$ cat src/design/mft_pkg.sv
// How it works
// - A compare match pulses in the last cycle the count equals a register, when the count updates.
// - A compare match drives the timer I/O pin to the level chosen in that pin's action setting.
// - After a match no further match is signalled until the next count input clock pulse.
// - A status flag clears only on a 0-write that follows a read of it as 1; other 0-writes do nothing.
// - After reset the unit sits in standby, halted, and only the standby bit is reachable.
// - Clearing on match clears the counter in the final matching cycle, a period of N+1 clocks.
// - A counter clear in the same cycle as a software counter write wins and the write is lost.
// - A wrap from ffff to 0000 sets the overflow flag and its request when enabled.
// - An underflow while counting down sets the underflow flag and its request when enabled.
// - A compare match sets its match/capture flag and its request when enabled.
// - An input capture sets its match/capture flag and its request when enabled.
// - A match/capture request stands while flag and enable are set and drops when the flag clears.
package mft_pkg;
   localparam int NUM_REG = 2;
   localparam int CNT_W = 16;
   // Byte offsets on the register bus
   localparam logic [7:0] OFS_STANDBY = 8'h00;
   localparam logic [7:0] OFS_CTRL = 8'h04;
   localparam logic [7:0] OFS_PINSET = 8'h08;
   localparam logic [7:0] OFS_INTEN = 8'h0c;
   localparam logic [7:0] OFS_STATUS = 8'h10;
   localparam logic [7:0] OFS_COUNT = 8'h14;
   localparam logic [7:0] OFS_MCR0 = 8'h18;
   localparam logic [7:0] MCR_STRIDE = 8'h04;
   localparam logic [7:0] OFS_EVENT = 8'h20;
   localparam logic [7:0] OFS_MASK = 8'h24;
   // Flag positions in status, enable, event and mask
   localparam int FLAG_OVF = 2;
   localparam int FLAG_UNF = 3;
   localparam int FLAG_DIR = 4;
   // Reset values and counter limits
   localparam logic STANDBY_RST = 1'b1;
   localparam logic [15:0] COUNT_MAX = 16'hffff;
   localparam logic [15:0] COUNT_ZERO = 16'h0000;
   localparam logic [15:0] COUNT_STEP = 16'h0001;

   typedef enum logic [1:0] {EDGE_RISE = 2'h0, EDGE_FALL = 2'h1, EDGE_BOTH = 2'h3} mft_edge_e;
   typedef enum logic [1:0] {ACT_NONE = 2'h0, ACT_LOW = 2'h1, ACT_HIGH = 2'h2,
                             ACT_TOGGLE = 2'h3} mft_act_e;
   typedef enum logic [1:0] {CLR_NONE = 2'h0, CLR_REG0 = 2'h1, CLR_REG1 = 2'h3} mft_clr_e;

   typedef struct packed {
      logic cyc;
      logic stb;
      logic we;
      logic [3:0] sel;
      logic [7:0] adr;
      logic [31:0] dat;
   } mft_wb_req_s;

   typedef struct packed {
      logic bufEn;
      mft_clr_e clrSel;
      logic phase;
      mft_edge_e edgeSel;
      logic ext;
      logic [1:0] psc;
   } mft_ctrl_s;

   typedef struct packed {
      logic capFall;
      logic capMode;
      mft_act_e action;
   } mft_pin_s;

   typedef mft_pin_s [NUM_REG-1:0] mft_pinset_t;

   typedef struct packed {
      logic standby;
      mft_ctrl_s ctrl;
      mft_pinset_t pinSet;
      logic [3:0] inten;
      logic [3:0] flags;
      logic [3:0] armed;
      logic [3:0] evt;
      logic [3:0] mask;
      logic [CNT_W-1:0] count;
      logic [NUM_REG-1:0][CNT_W-1:0] mcr;
      logic [NUM_REG-1:0] pinOut;
      logic [NUM_REG-1:0] pinOe;
      logic [3:0] irqLines;
      logic irq;
      logic dirDown;
      logic [5:0] psc;
      logic [1:0] extSync1;
      logic [1:0] extSync2;
      logic [1:0] extPrev;
      logic [NUM_REG-1:0] capSync1;
      logic [NUM_REG-1:0] capSync2;
      logic [NUM_REG-1:0] capPrev;
      logic ack;
      logic [31:0] rdata;
   } mft_state_s;
endpackage : mft_pkg

$ cat src/design/mft_timing.sv
// Decided for this implementation: the register addresses and the Wishbone register port.
`timescale 1ns/1ps
module mft_timing (
   input wire logic clk,
   input wire logic reset,
   input wire mft_pkg::mft_wb_req_s wbReq,
   output logic [31:0] wbDatO,
   output logic wbAckO,
   input wire logic extClkA,
   input wire logic extClkB,
   input wire logic [mft_pkg::NUM_REG-1:0] timerIoPinIn,
   output logic [mft_pkg::NUM_REG-1:0] timerIoPinOut,
   output logic [mft_pkg::NUM_REG-1:0] timerIoPinOe,
   output logic [mft_pkg::NUM_REG-1:0] matchCaptureIrq,
   output logic overflowIrq,
   output logic underflowIrq,
   output logic irq
);
   mft_pkg::mft_state_s q;
   mft_pkg::mft_state_s d;
   logic access;
   logic wr;
   logic rd;
   logic open;
   logic wrCount;
   logic intTick;
   logic extTick;
   logic tick;
   logic up;
   logic down;
   logic clear;
   logic ovf;
   logic unf;
   logic [1:0] aE;
   logic [1:0] bE;
   logic [3:0] setFlags;
   logic [3:0] clrFlags;
   logic [mft_pkg::NUM_REG-1:0] match;
   logic [mft_pkg::NUM_REG-1:0] cap;
   logic [mft_pkg::NUM_REG-1:0] mcrHit;
   logic [mft_pkg::NUM_REG-1:0] regLive;
   logic [31:0] ctrlMerged;
   logic [31:0] pinMerged;
   logic [31:0] countMerged;
   logic [mft_pkg::NUM_REG-1:0][31:0] mcrMerged;

   // Byte-lane merge so sel is honoured on every writable register
   function automatic logic [31:0] mergeBytes(input logic [31:0] old, input logic [31:0] dat,
                                              input logic [3:0] sel);
      logic [31:0] m;
      m = {{8{sel[3]}}, {8{sel[2]}}, {8{sel[1]}}, {8{sel[0]}}};
      return (old & ~m) | (dat & m);
   endfunction : mergeBytes

   // Write data merged per register, cut to each register's width where used
   assign ctrlMerged = mergeBytes({23'h0, q.ctrl}, wbReq.dat, wbReq.sel);
   assign pinMerged = mergeBytes({24'h0, q.pinSet}, wbReq.dat, wbReq.sel);
   assign countMerged = mergeBytes({16'h0, q.count}, wbReq.dat, wbReq.sel);

   // Bus decode; a request is taken once, in the cycle before ack
   assign access = wbReq.cyc & wbReq.stb & ~q.ack;
   assign wr = access & wbReq.we;
   assign rd = access & ~wbReq.we;
   assign open = ~q.standby;
   assign wrCount = wr & open & (wbReq.adr == mft_pkg::OFS_COUNT);

   // Edges of the synchronised external clocks: rise in bit 0, fall in bit 1
   assign aE = {q.extPrev[0] & ~q.extSync2[0], ~q.extPrev[0] & q.extSync2[0]};
   assign bE = {q.extPrev[1] & ~q.extSync2[1], ~q.extPrev[1] & q.extSync2[1]};

   // Internal prescaler taps; division 1, 4, 16 or 64
   always_comb
   begin
      case (q.ctrl.psc)
         2'h0: intTick = 1'b1;
         2'h1: intTick = (q.psc[1:0] == 2'h0);
         2'h2: intTick = (q.psc[3:0] == 4'h0);
         default: intTick = (q.psc == 6'h00);
      endcase
   end

   // Pulse widths below the limits can lose edges in the synchroniser
   always_comb
   begin
      if (q.ctrl.phase)
         extTick = |{aE, bE};
      else if (q.ctrl.edgeSel == mft_pkg::EDGE_BOTH)
         extTick = |aE;
      else if (q.ctrl.edgeSel == mft_pkg::EDGE_FALL)
         extTick = aE[1];
      else
         extTick = aE[0];
   end

   // Count input clock; standby halts the unit
   assign tick = open & ((q.ctrl.ext | q.ctrl.phase) ? extTick : intTick);
   // Phase counting direction from which input leads
   assign up = (aE[0] & ~q.extSync2[1]) | (aE[1] & q.extSync2[1])
             | (bE[0] & q.extSync2[0]) | (bE[1] & ~q.extSync2[0]);
   assign down = q.ctrl.phase & ~up;

   // Per-register match and capture; register 1 is a buffer in buffer mode
   genvar g;
   generate
      for (g = 0; g < mft_pkg::NUM_REG; g++)
      begin : gReg
         assign mcrHit[g] = wbReq.adr == 8'(mft_pkg::OFS_MCR0 + mft_pkg::MCR_STRIDE * g);
         assign regLive[g] = ~(q.ctrl.bufEn && g == 1);
         assign mcrMerged[g] = mergeBytes({16'h0, q.mcr[g]}, wbReq.dat, wbReq.sel);
         // Only on the cycle the count updates, so one match per input clock
         assign match[g] = tick & regLive[g] & ~q.pinSet[g].capMode & (q.count == q.mcr[g]);
         assign cap[g] = open & regLive[g] & q.pinSet[g].capMode
                       & (q.pinSet[g].capFall ? (q.capPrev[g] & ~q.capSync2[g])
                                              : (~q.capPrev[g] & q.capSync2[g]));
      end
   endgenerate

   // Clear on match or capture of the chosen register
   assign clear = (q.ctrl.clrSel == mft_pkg::CLR_REG0 && (match[0] || cap[0]))
                | (q.ctrl.clrSel == mft_pkg::CLR_REG1 && (match[1] || cap[1]));
   assign ovf = tick & ~down & (q.count == mft_pkg::COUNT_MAX) & ~clear;
   assign unf = tick & down & (q.count == mft_pkg::COUNT_ZERO) & ~clear;
   assign setFlags = {unf, ovf, match | cap};

   // Next state of the whole block
   always_comb
   begin
      d = q;
      clrFlags = 4'h0;
      d.extSync1 = {extClkB, extClkA};
      d.extSync2 = q.extSync1;
      d.extPrev = q.extSync2;
      d.capSync1 = timerIoPinIn;
      d.capSync2 = q.capSync1;
      d.capPrev = q.capSync2;
      d.psc = q.psc + 6'h01;
      d.ack = access;
      d.rdata = 32'h0000_0000;
      // Register writes; in standby only the standby bit takes a write
      if (wr)
      begin
         if (wbReq.adr == mft_pkg::OFS_STANDBY && wbReq.sel[0])
            d.standby = wbReq.dat[0];
         else if (open && wbReq.adr == mft_pkg::OFS_CTRL)
            d.ctrl = mft_pkg::mft_ctrl_s'(ctrlMerged[8:0]);
         else if (open && wbReq.adr == mft_pkg::OFS_PINSET)
            d.pinSet = mft_pkg::mft_pinset_t'(pinMerged[7:0]);
         else if (open && wbReq.adr == mft_pkg::OFS_INTEN && wbReq.sel[0])
            d.inten = wbReq.dat[3:0];
         else if (open && wbReq.adr == mft_pkg::OFS_MASK && wbReq.sel[0])
            d.mask = wbReq.dat[3:0];
         else if (open && wbReq.adr == mft_pkg::OFS_STATUS && wbReq.sel[0])
         begin
            clrFlags = q.armed & ~wbReq.dat[3:0];
            d.armed = 4'h0;
         end
      end
      // Capture beats a software write to the same register
      for (int i = 0; i < mft_pkg::NUM_REG; i++)
      begin
         if (wr && open && mcrHit[i] && !cap[i])
            d.mcr[i] = mcrMerged[i][15:0];
         if (cap[i])
            d.mcr[i] = q.count;
         if (match[i])
         begin
            case (q.pinSet[i].action)
               mft_pkg::ACT_LOW: d.pinOut[i] = 1'b0;
               mft_pkg::ACT_HIGH: d.pinOut[i] = 1'b1;
               mft_pkg::ACT_TOGGLE: d.pinOut[i] = ~q.pinOut[i];
               default: d.pinOut[i] = q.pinOut[i];
            endcase
         end
         d.pinOe[i] = open & ~d.pinSet[i].capMode & (d.pinSet[i].action != mft_pkg::ACT_NONE);
      end
      // Buffer transfers use the old buffer value, so a same-cycle write is lost
      if (q.ctrl.bufEn)
      begin
         if (cap[0])
            d.mcr[1] = q.mcr[0];
         else if (match[0] || clear)
            d.mcr[0] = q.mcr[1];
      end
      // Counter: clear, then write, then count
      if (clear)
         d.count = mft_pkg::COUNT_ZERO;
      else if (wrCount)
         d.count = countMerged[15:0];
      else if (tick)
         d.count = down ? q.count - mft_pkg::COUNT_STEP : q.count + mft_pkg::COUNT_STEP;
      if (tick && q.ctrl.phase)
         d.dirDown = down;
      // Reading status arms the clear of the flags seen as 1
      if (rd && open && wbReq.adr == mft_pkg::OFS_STATUS)
         d.armed = q.flags;
      // Setting wins over clearing
      d.flags = (q.flags & ~clrFlags) | setFlags;
      d.evt = ((rd && open && wbReq.adr == mft_pkg::OFS_EVENT) ? 4'h0 : q.evt) | setFlags;
      // Read mux; unmapped or standby-blocked words read as zero
      if (rd)
      begin
         if (wbReq.adr == mft_pkg::OFS_STANDBY)
            d.rdata = {31'h0, q.standby};
         else if (open && wbReq.adr == mft_pkg::OFS_CTRL)
            d.rdata = {23'h0, q.ctrl};
         else if (open && wbReq.adr == mft_pkg::OFS_PINSET)
            d.rdata = {24'h0, q.pinSet};
         else if (open && wbReq.adr == mft_pkg::OFS_INTEN)
            d.rdata = {28'h0, q.inten};
         else if (open && wbReq.adr == mft_pkg::OFS_STATUS)
            d.rdata = {27'h0, q.dirDown, q.flags};
         else if (open && wbReq.adr == mft_pkg::OFS_COUNT)
            d.rdata = {16'h0, q.count};
         else if (open && mcrHit[0])
            d.rdata = {16'h0, q.mcr[0]};
         else if (open && mcrHit[1])
            d.rdata = {16'h0, q.mcr[1]};
         else if (open && wbReq.adr == mft_pkg::OFS_EVENT)
            d.rdata = {28'h0, q.evt};
         else if (open && wbReq.adr == mft_pkg::OFS_MASK)
            d.rdata = {28'h0, q.mask};
      end
      // Requests follow flag and enable levels; irq follows event and mask levels
      d.irqLines = d.flags & d.inten;
      d.irq = |(d.evt & d.mask);
   end

   // The only state register; reset parks the unit in standby
   always_ff @(posedge clk or posedge reset)
   begin
      if (reset)
      begin
         q <= '0;
         q.standby <= mft_pkg::STANDBY_RST;
      end
      else
         q <= d;
   end

   // Outputs straight from the state register
   assign wbDatO = q.rdata;
   assign wbAckO = q.ack;
   assign timerIoPinOut = q.pinOut;
   assign timerIoPinOe = q.pinOe;
   assign matchCaptureIrq = q.irqLines[mft_pkg::NUM_REG-1:0];
   assign overflowIrq = q.irqLines[mft_pkg::FLAG_OVF];
   assign underflowIrq = q.irqLines[mft_pkg::FLAG_UNF];
   assign irq = q.irq;
endmodule : mft_timing

$ cat config.mk
export PLATFORM = sky130hd
export DESIGN_NAME = mft_timing
export DESIGN_NICKNAME = d
export VERILOG_FILES = /design/src/design/mft_pkg.sv /design/src/design/mft_timing.sv
export SDC_FILE = /design/constraint.sdc
export NUM_CORES = 1
export LEC_CHECK = 0
export CAP_MARGIN = 20
export CORE_MARGIN = 5
export CORE_UTILIZATION = 30
export CTS_CLUSTER_SIZE = 28
export DETAILED_ROUTE_END_ITERATION = 7
export DONT_BUFFER_PORTS = 1
export SETUP_SLACK_MARGIN = 0.2
export SLEW_MARGIN = 20
export SYNTH_ARGS = -nofsm -noshare
export SYNTH_HDL_FRONTEND = slang
export SYNTH_SLANG_ARGS = --single-unit
$ cat constraint.sdc
create_clock -name clk -period 4.8 [get_ports clk]
set_input_delay 1.2 -clock clk [delete_from_list [all_inputs] [get_ports clk]]
set_output_delay 1.2 -clock clk [all_outputs]
set_load 0.02 [all_outputs]
======== Word-level counts from Yosys, hierarchy flattened ========
Cells that the tools add are included.
operators by class
  bitwise logic cells ..................... 89
  equal/unequal tests ..................... 29
  multiplexer cells ....................... 60
  reduce and logical (&&, ||, !) cells .... 51
  $add $sub $neg .......................... 3
operators with widths
  operator                                                count
  2-to-1 mux 16 bit                                       20
  2-to-1 mux 4 bit                                        26
  AND 16 bit                                              4
  OR 16 bit                                               3
  AND 1 bit                                               40
  2-to-1 mux 11 bit                                       3
  == test 16 bit                                          2
  == test 8 x 5 -> 1 bit (second input constant)          4
  2-to-1 mux 32 bit                                       1
  logical AND 1 bit                                       24
  NOT 1 bit                                               23
  adder 16 x 1 -> 16 bit (second input constant)          1
  AND 4 bit                                               4
  == test 16 bit (second input constant)                  1
  == test 8 x 4 -> 1 bit (second input constant)          2
  == test 8 x 6 -> 1 bit (second input constant)          2
  zero test 16 bit                                        1
  NOT 16 bit                                              1
  subtractor 16 x 1 -> 16 bit (second input constant)     1
  == test 2 bit (second input constant)                   7
  == test 2 x 1 -> 1 bit (second input constant)          5
  inequality test 2 x 1 -> 1 bit (second input constant)  5
  AND 9 bit                                               1
  OR 9 bit                                                1
  other kinds (25)                                        50
storage, ports and cells
  register bits after elaboration ......... 147
  output and inout bits ................... 42
  input bits .............................. 53

======== Depth between registers and ports, before layout ========
  word-level depth ........................ 18
  mapped depth ............................ 14
  depth with buffers taken out ............ 14

======== Worst setup path after synthesis ========
Ideal clock, no wire load.
  path kind ............................... reg2reg
  start point ............................. register q (netlist bit d[39])
  end point ............................... register q[108] (netlist bit)
  stages on the path, launching flop included .. 15
  required time ........................... 4680 ps
  buffers on the path ..................... 0
  arrival ................................. 3384 ps
  library setup time ...................... 120 ps
  setup slack ............................. 1295 ps
  period minus slack after synthesis ...... 3505 ps
  cells stage by stage .................... dfrtp_1 > inv_1 > ha_1 > mux2i_1 > nand3_1 > inv_1 > ha_1 > o21ai_0 > o21ai_1 > a31oi_2 > o21ai_1 > a2111o_1 > a21oi_1 > mux2_2 > o211a_1
between the ends
  elaborated cells between the ends (all ways) .. 34
  classes of those cells .................. mux (8); bitwise (19); reduce/logical (7)
RTL lines
  item                   RTL line                            text
  start, declared        mft_timing.sv:19                    mft_pkg::mft_state_s q;
  NOT 1 bit              mft_timing.sv:68, mft_timing.sv:99
  AND 1 bit              mft_timing.sv:68                    assign aE = {q.extPrev[0] & ~q.extSync2[0], ~q.extPrev[0] & q.extSync2[0]};
  AND 1 bit              mft_timing.sv:98                    assign up = (aE[0] & ~q.extSync2[1]) | (aE[1] & q.extSync2[1])
  OR 1 bit               mft_timing.sv:98
  OR 1 bit               mft_timing.sv:99                    | (bE[0] & q.extSync2[0]) | (bE[1] & ~q.extSync2[0]);
  OR 1 bit (*)           mft_timing.sv:99
  NOT 1 bit (*)          mft_timing.sv:100                   assign down = q.ctrl.phase & ~up;
  AND 1 bit (*)          mft_timing.sv:100
  named net down         mft_timing.sv:30                    logic down;
  2-to-1 mux 16 bit (*)  mft_timing.sv:190                   d.count = down ? q.count - mft_pkg::COUNT_STEP : q.count + mft_pkg::COUNT_STEP;
  2-to-1 mux 16 bit (*)  mft_timing.sv:189                   else if (tick)
  2-to-1 mux 16 bit (*)  mft_timing.sv:187                   else if (wrCount)
  2-to-1 mux 16 bit (*)  mft_timing.sv:185                   if (clear)
Mark *: on every way through the listed nets, which the timed path passes. The rest lies on a longest branch. The select of a mux whose other input is x is not followed.
A chain may end at the register's enable or synchronous reset.

======== Final worst setup path ========
Ends and elaborated chain as after synthesis.

==> flow_metrics.env <==
export IMPL_dp_hpwl_um=16300
export IMPL_grt_antenna_before_repair=2
export IMPL_cap_viol_max_count=0
export IMPL_hold_viol=0
export IMPL_synthCells=821
export IMPL_holdWs_ns=0.349
export IMPL_gp_congestion=0.863
export IMPL_cp_end_kind="register"
export IMPL_hold_path_class="register to register"
export IMPL_switchingPower_mw=0.897
export IMPL_drc=0
export IMPL_dpl_cell_area_um2=8060
export IMPL_post_cts_resized=0
export IMPL_worstPathArrival_ns=4.27
export IMPL_ir_worst_vdd_mv=0.245
export IMPL_pwr_share_seq_pct=44.4
export IMPL_io_buffers=0
export IMPL_drtPass1Iterations=5
export IMPL_final_nets=853
export IMPL_wl_per_cell_um=20.3
export IMPL_cts_made_buffers=17
export IMPL_fmax_mhz=253
export IMPL_die_x_um=173
export IMPL_fin_area_um2=8600
export IMPL_die_area_um2=30100
export IMPL_cts_root_buf="clkbuf_16"
export IMPL_worst_setup_path_type="register to register"
export IMPL_cts_htree_levels=4
export IMPL_required_ns=5.12
export IMPL_grt_max_degree=94
export IMPL_drt_initial_drc_count=638
export IMPL_synth_seq_cells=131
export IMPL_mostFrequentLayoutCells="dfrtp_1, nor2_1, nand2_1"
export IMPL_setup_viol=0
export IMPL_power_density_nw_per_um2=337
export IMPL_syn_area_per_cell_um2=9.76
export IMPL_row_count=59
export IMPL_synth_edf_count=0
export IMPL_switching_share_pct=31.0
export IMPL_max_clock_path_buffers=2
export IMPL_start_util_pct=30.6
export IMPL_ys_seq_area_share_pct=40.9
export IMPL_slew_headroom_pct=36.3
export IMPL_clock_sinks=131
export IMPL_synthesis_area_um2=8010
export IMPL_postSynth_asyncResetShare_pct=100
export IMPL_cts_hold_repair_buffers=0
export IMPL_drtAntennaViolNets=0
export IMPL_period_minus_slack_ns=3.96
export IMPL_grt_ovfl_total=0
export IMPL_clk_pin_slew_ns=0.06
export IMPL_rsz0062_at_grt="no"
export IMPL_ios=95
export IMPL_clkLatencyLatePin_ns=0.43
export IMPL_area_growth_synth_to_final_pct=7.37
export IMPL_routed_wl_um=23000
export IMPL_slew_violations=0
export IMPL_skew_ns=0.00742
export IMPL_run_status="finished, final reports clean"
export IMPL_grt_first_pass_wirelength_um=35700
export IMPL_final_common_cell="dfrtp_1"
export IMPL_die_h_um=173
export IMPL_grt_pass1_vias=5994
export IMPL_yosysUniqueCellTypes=73
export IMPL_internal_power_mw=2.00
export IMPL_cts_setup_buffers=0
export IMPL_via_per_inst=5.41
export IMPL_core_area_um2=26200
export IMPL_p_leak_nw=3.76
export IMPL_start_kind="register"
export IMPL_timing_final_crit_share_pct=82.4
export IMPL_combPwrFrac_pct=14.4
export IMPL_grt_util_all_layers_pct=15.2
export IMPL_clock_power_share_pct=41.2
export IMPL_via_count=6109
export IMPL_synth_warnings=0
export IMPL_cts_tree="yes"
export IMPL_fin_setup_tns_ns=0
export IMPL_worst_pin_slew_ns=0.952
export IMPL_drive_gt1_share_pct=14.1
export IMPL_synthFlopType="dfrtp_1"
export IMPL_critPathMaxFanout=18
## registers in the layout, indices dropped and copies added (netlist names), named ones only
name and flops:
d 8, wbAckO 1, underflowIrq 1, irq 1
matchCaptureIrq 2, overflowIrq 1, timerIoPinOut 2, wbDatO 16
timerIoPinOe 2, q 86
## worst max-delay path: stages, from the launching register on
cell and delay, ns:
dfrtp_1 0.40, inv_1 0.06, ha_1 0.19, mux2i_1 0.14, nand3_1 0.12, inv_1 0.51, ha_1 0.40, o21ai_0 0.30
o21ai_1 0.13, a31oi_2 0.26, o21ai_1 0.18, a2111o_1 0.38, a21oi_1 0.22, mux2_2 0.36, o211a_1 0.22
## power by group through the flow
| stage | clock, mW | sequential, mW | combinational (mW) |
|---|---|---|---|
| 4_1_cts | 1.22 | 1.28 | 0.416 |
| 6_report | 1.19 | 1.29 | 0.416 |
| 2_1_floorplan | 0 | 1.21 | 0.408 |
| 3_5_place_dp | 0 | 1.30 | 0.414 |
| 5_1_grt | 1.27 | 1.30 | 0.463 |
| 3_3_place_gp | 0 | 1.30 | 0.410 |
## worst paths after layout
check / start / end / slack (ns) / cells after the start
max: d[39] / q[108] / 0.84 / 14
max in group asynchronous: reset / q[146] / 3.01 / 2
min reg2reg: d[35] / d[33] / 0.35 / 0
max reg2reg: d[39] / q[108] / 0.84 / 14
min: d[35] / d[33] / 0.35 / 0
min in group asynchronous: reset / timerIoPinOe[1] / 0.81 / 1
## through the flow
step / util [%] / std cells / power [mW] / setup slack, ns
after CTS: 32.8 / 1127 / 2.92 / 0.828
after global routing: 32.8 / 1127 / 3.02 / 0.508
after global placement: 30.8 / 1095 / 1.71 / 0.876
after floorplan: - / 836 / 1.62 / 1.30
after detailed placement: 30.8 / 1095 / 1.72 / 0.847
final: 32.8 / 1129 / 2.90 / 0.845
## area by class of cell
class / count / area (um^2)
Clock buffer: 19 / 433
Tap cell: 335 / 419
Antenna cell: 2 / 5.00
Fill cell: 2639 / 17600
Timing Repair Buffer: 9 / 80.1
Clock inverter: 13 / 105
Inverter: 21 / 82.6
Multi-Input combinational cell: 599 / 4200
Sequential cell: 131 / 3280
## synth_stat cells (all sizes together) (3+ instances only)
master,count,area share [%]
a211oi,12,1.2
a21o,4,0.37
a21oi,53,3.4
a221oi,10,1.1
a222oi,5,0.62
a22oi,5,0.47
a311oi,9,0.98
a31oi,4,0.39
and2,6,0.47
and3,7,0.55
buf,69,5.6
clkbuf,16,0.75
dfrtp,130,41
ha,20,3.1
inv,21,0.98
mux2,48,6.7
mux2i,50,6.2
nand2,62,3.0
nand2b,13,1.1
nand3,15,0.94
nand4,8,0.62
nor2,83,4.3
nor3,28,1.9
nor4,12,1.1
o211ai,3,0.28
o21ai,26,1.6
o21bai,4,0.37
o221ai,3,0.41
o22ai,10,0.95
or2,4,0.31
or3,5,0.45
or4,4,0.42
xnor2,11,1.2
xor2,36,3.9
## kinds of logic after synthesis
logic type	share of synthesized area, %
mux	13.0
other cells	0.0468
simple gates	16.3
flops	40.9
compound gates	13.8
xor+xnor	5.14
buf+inv	7.37
fa+ha+maj	3.37
## layer usage
| layer | wire length, um | vias up | global-route usage, % |
|---|---|---|---|
| met5 | 0 | - | 0 |
| met4 | 686 | 0 | 6.25 |
| met3 | 1960 | 44 | 4.65 |
| met2 | 10200 | 231 | 22.4 |
| met1 | 10100 | 3020 | 20.7 |
| li1 | - | 2814 | - |
Note: power is estimated with default switching activity, not from simulation.
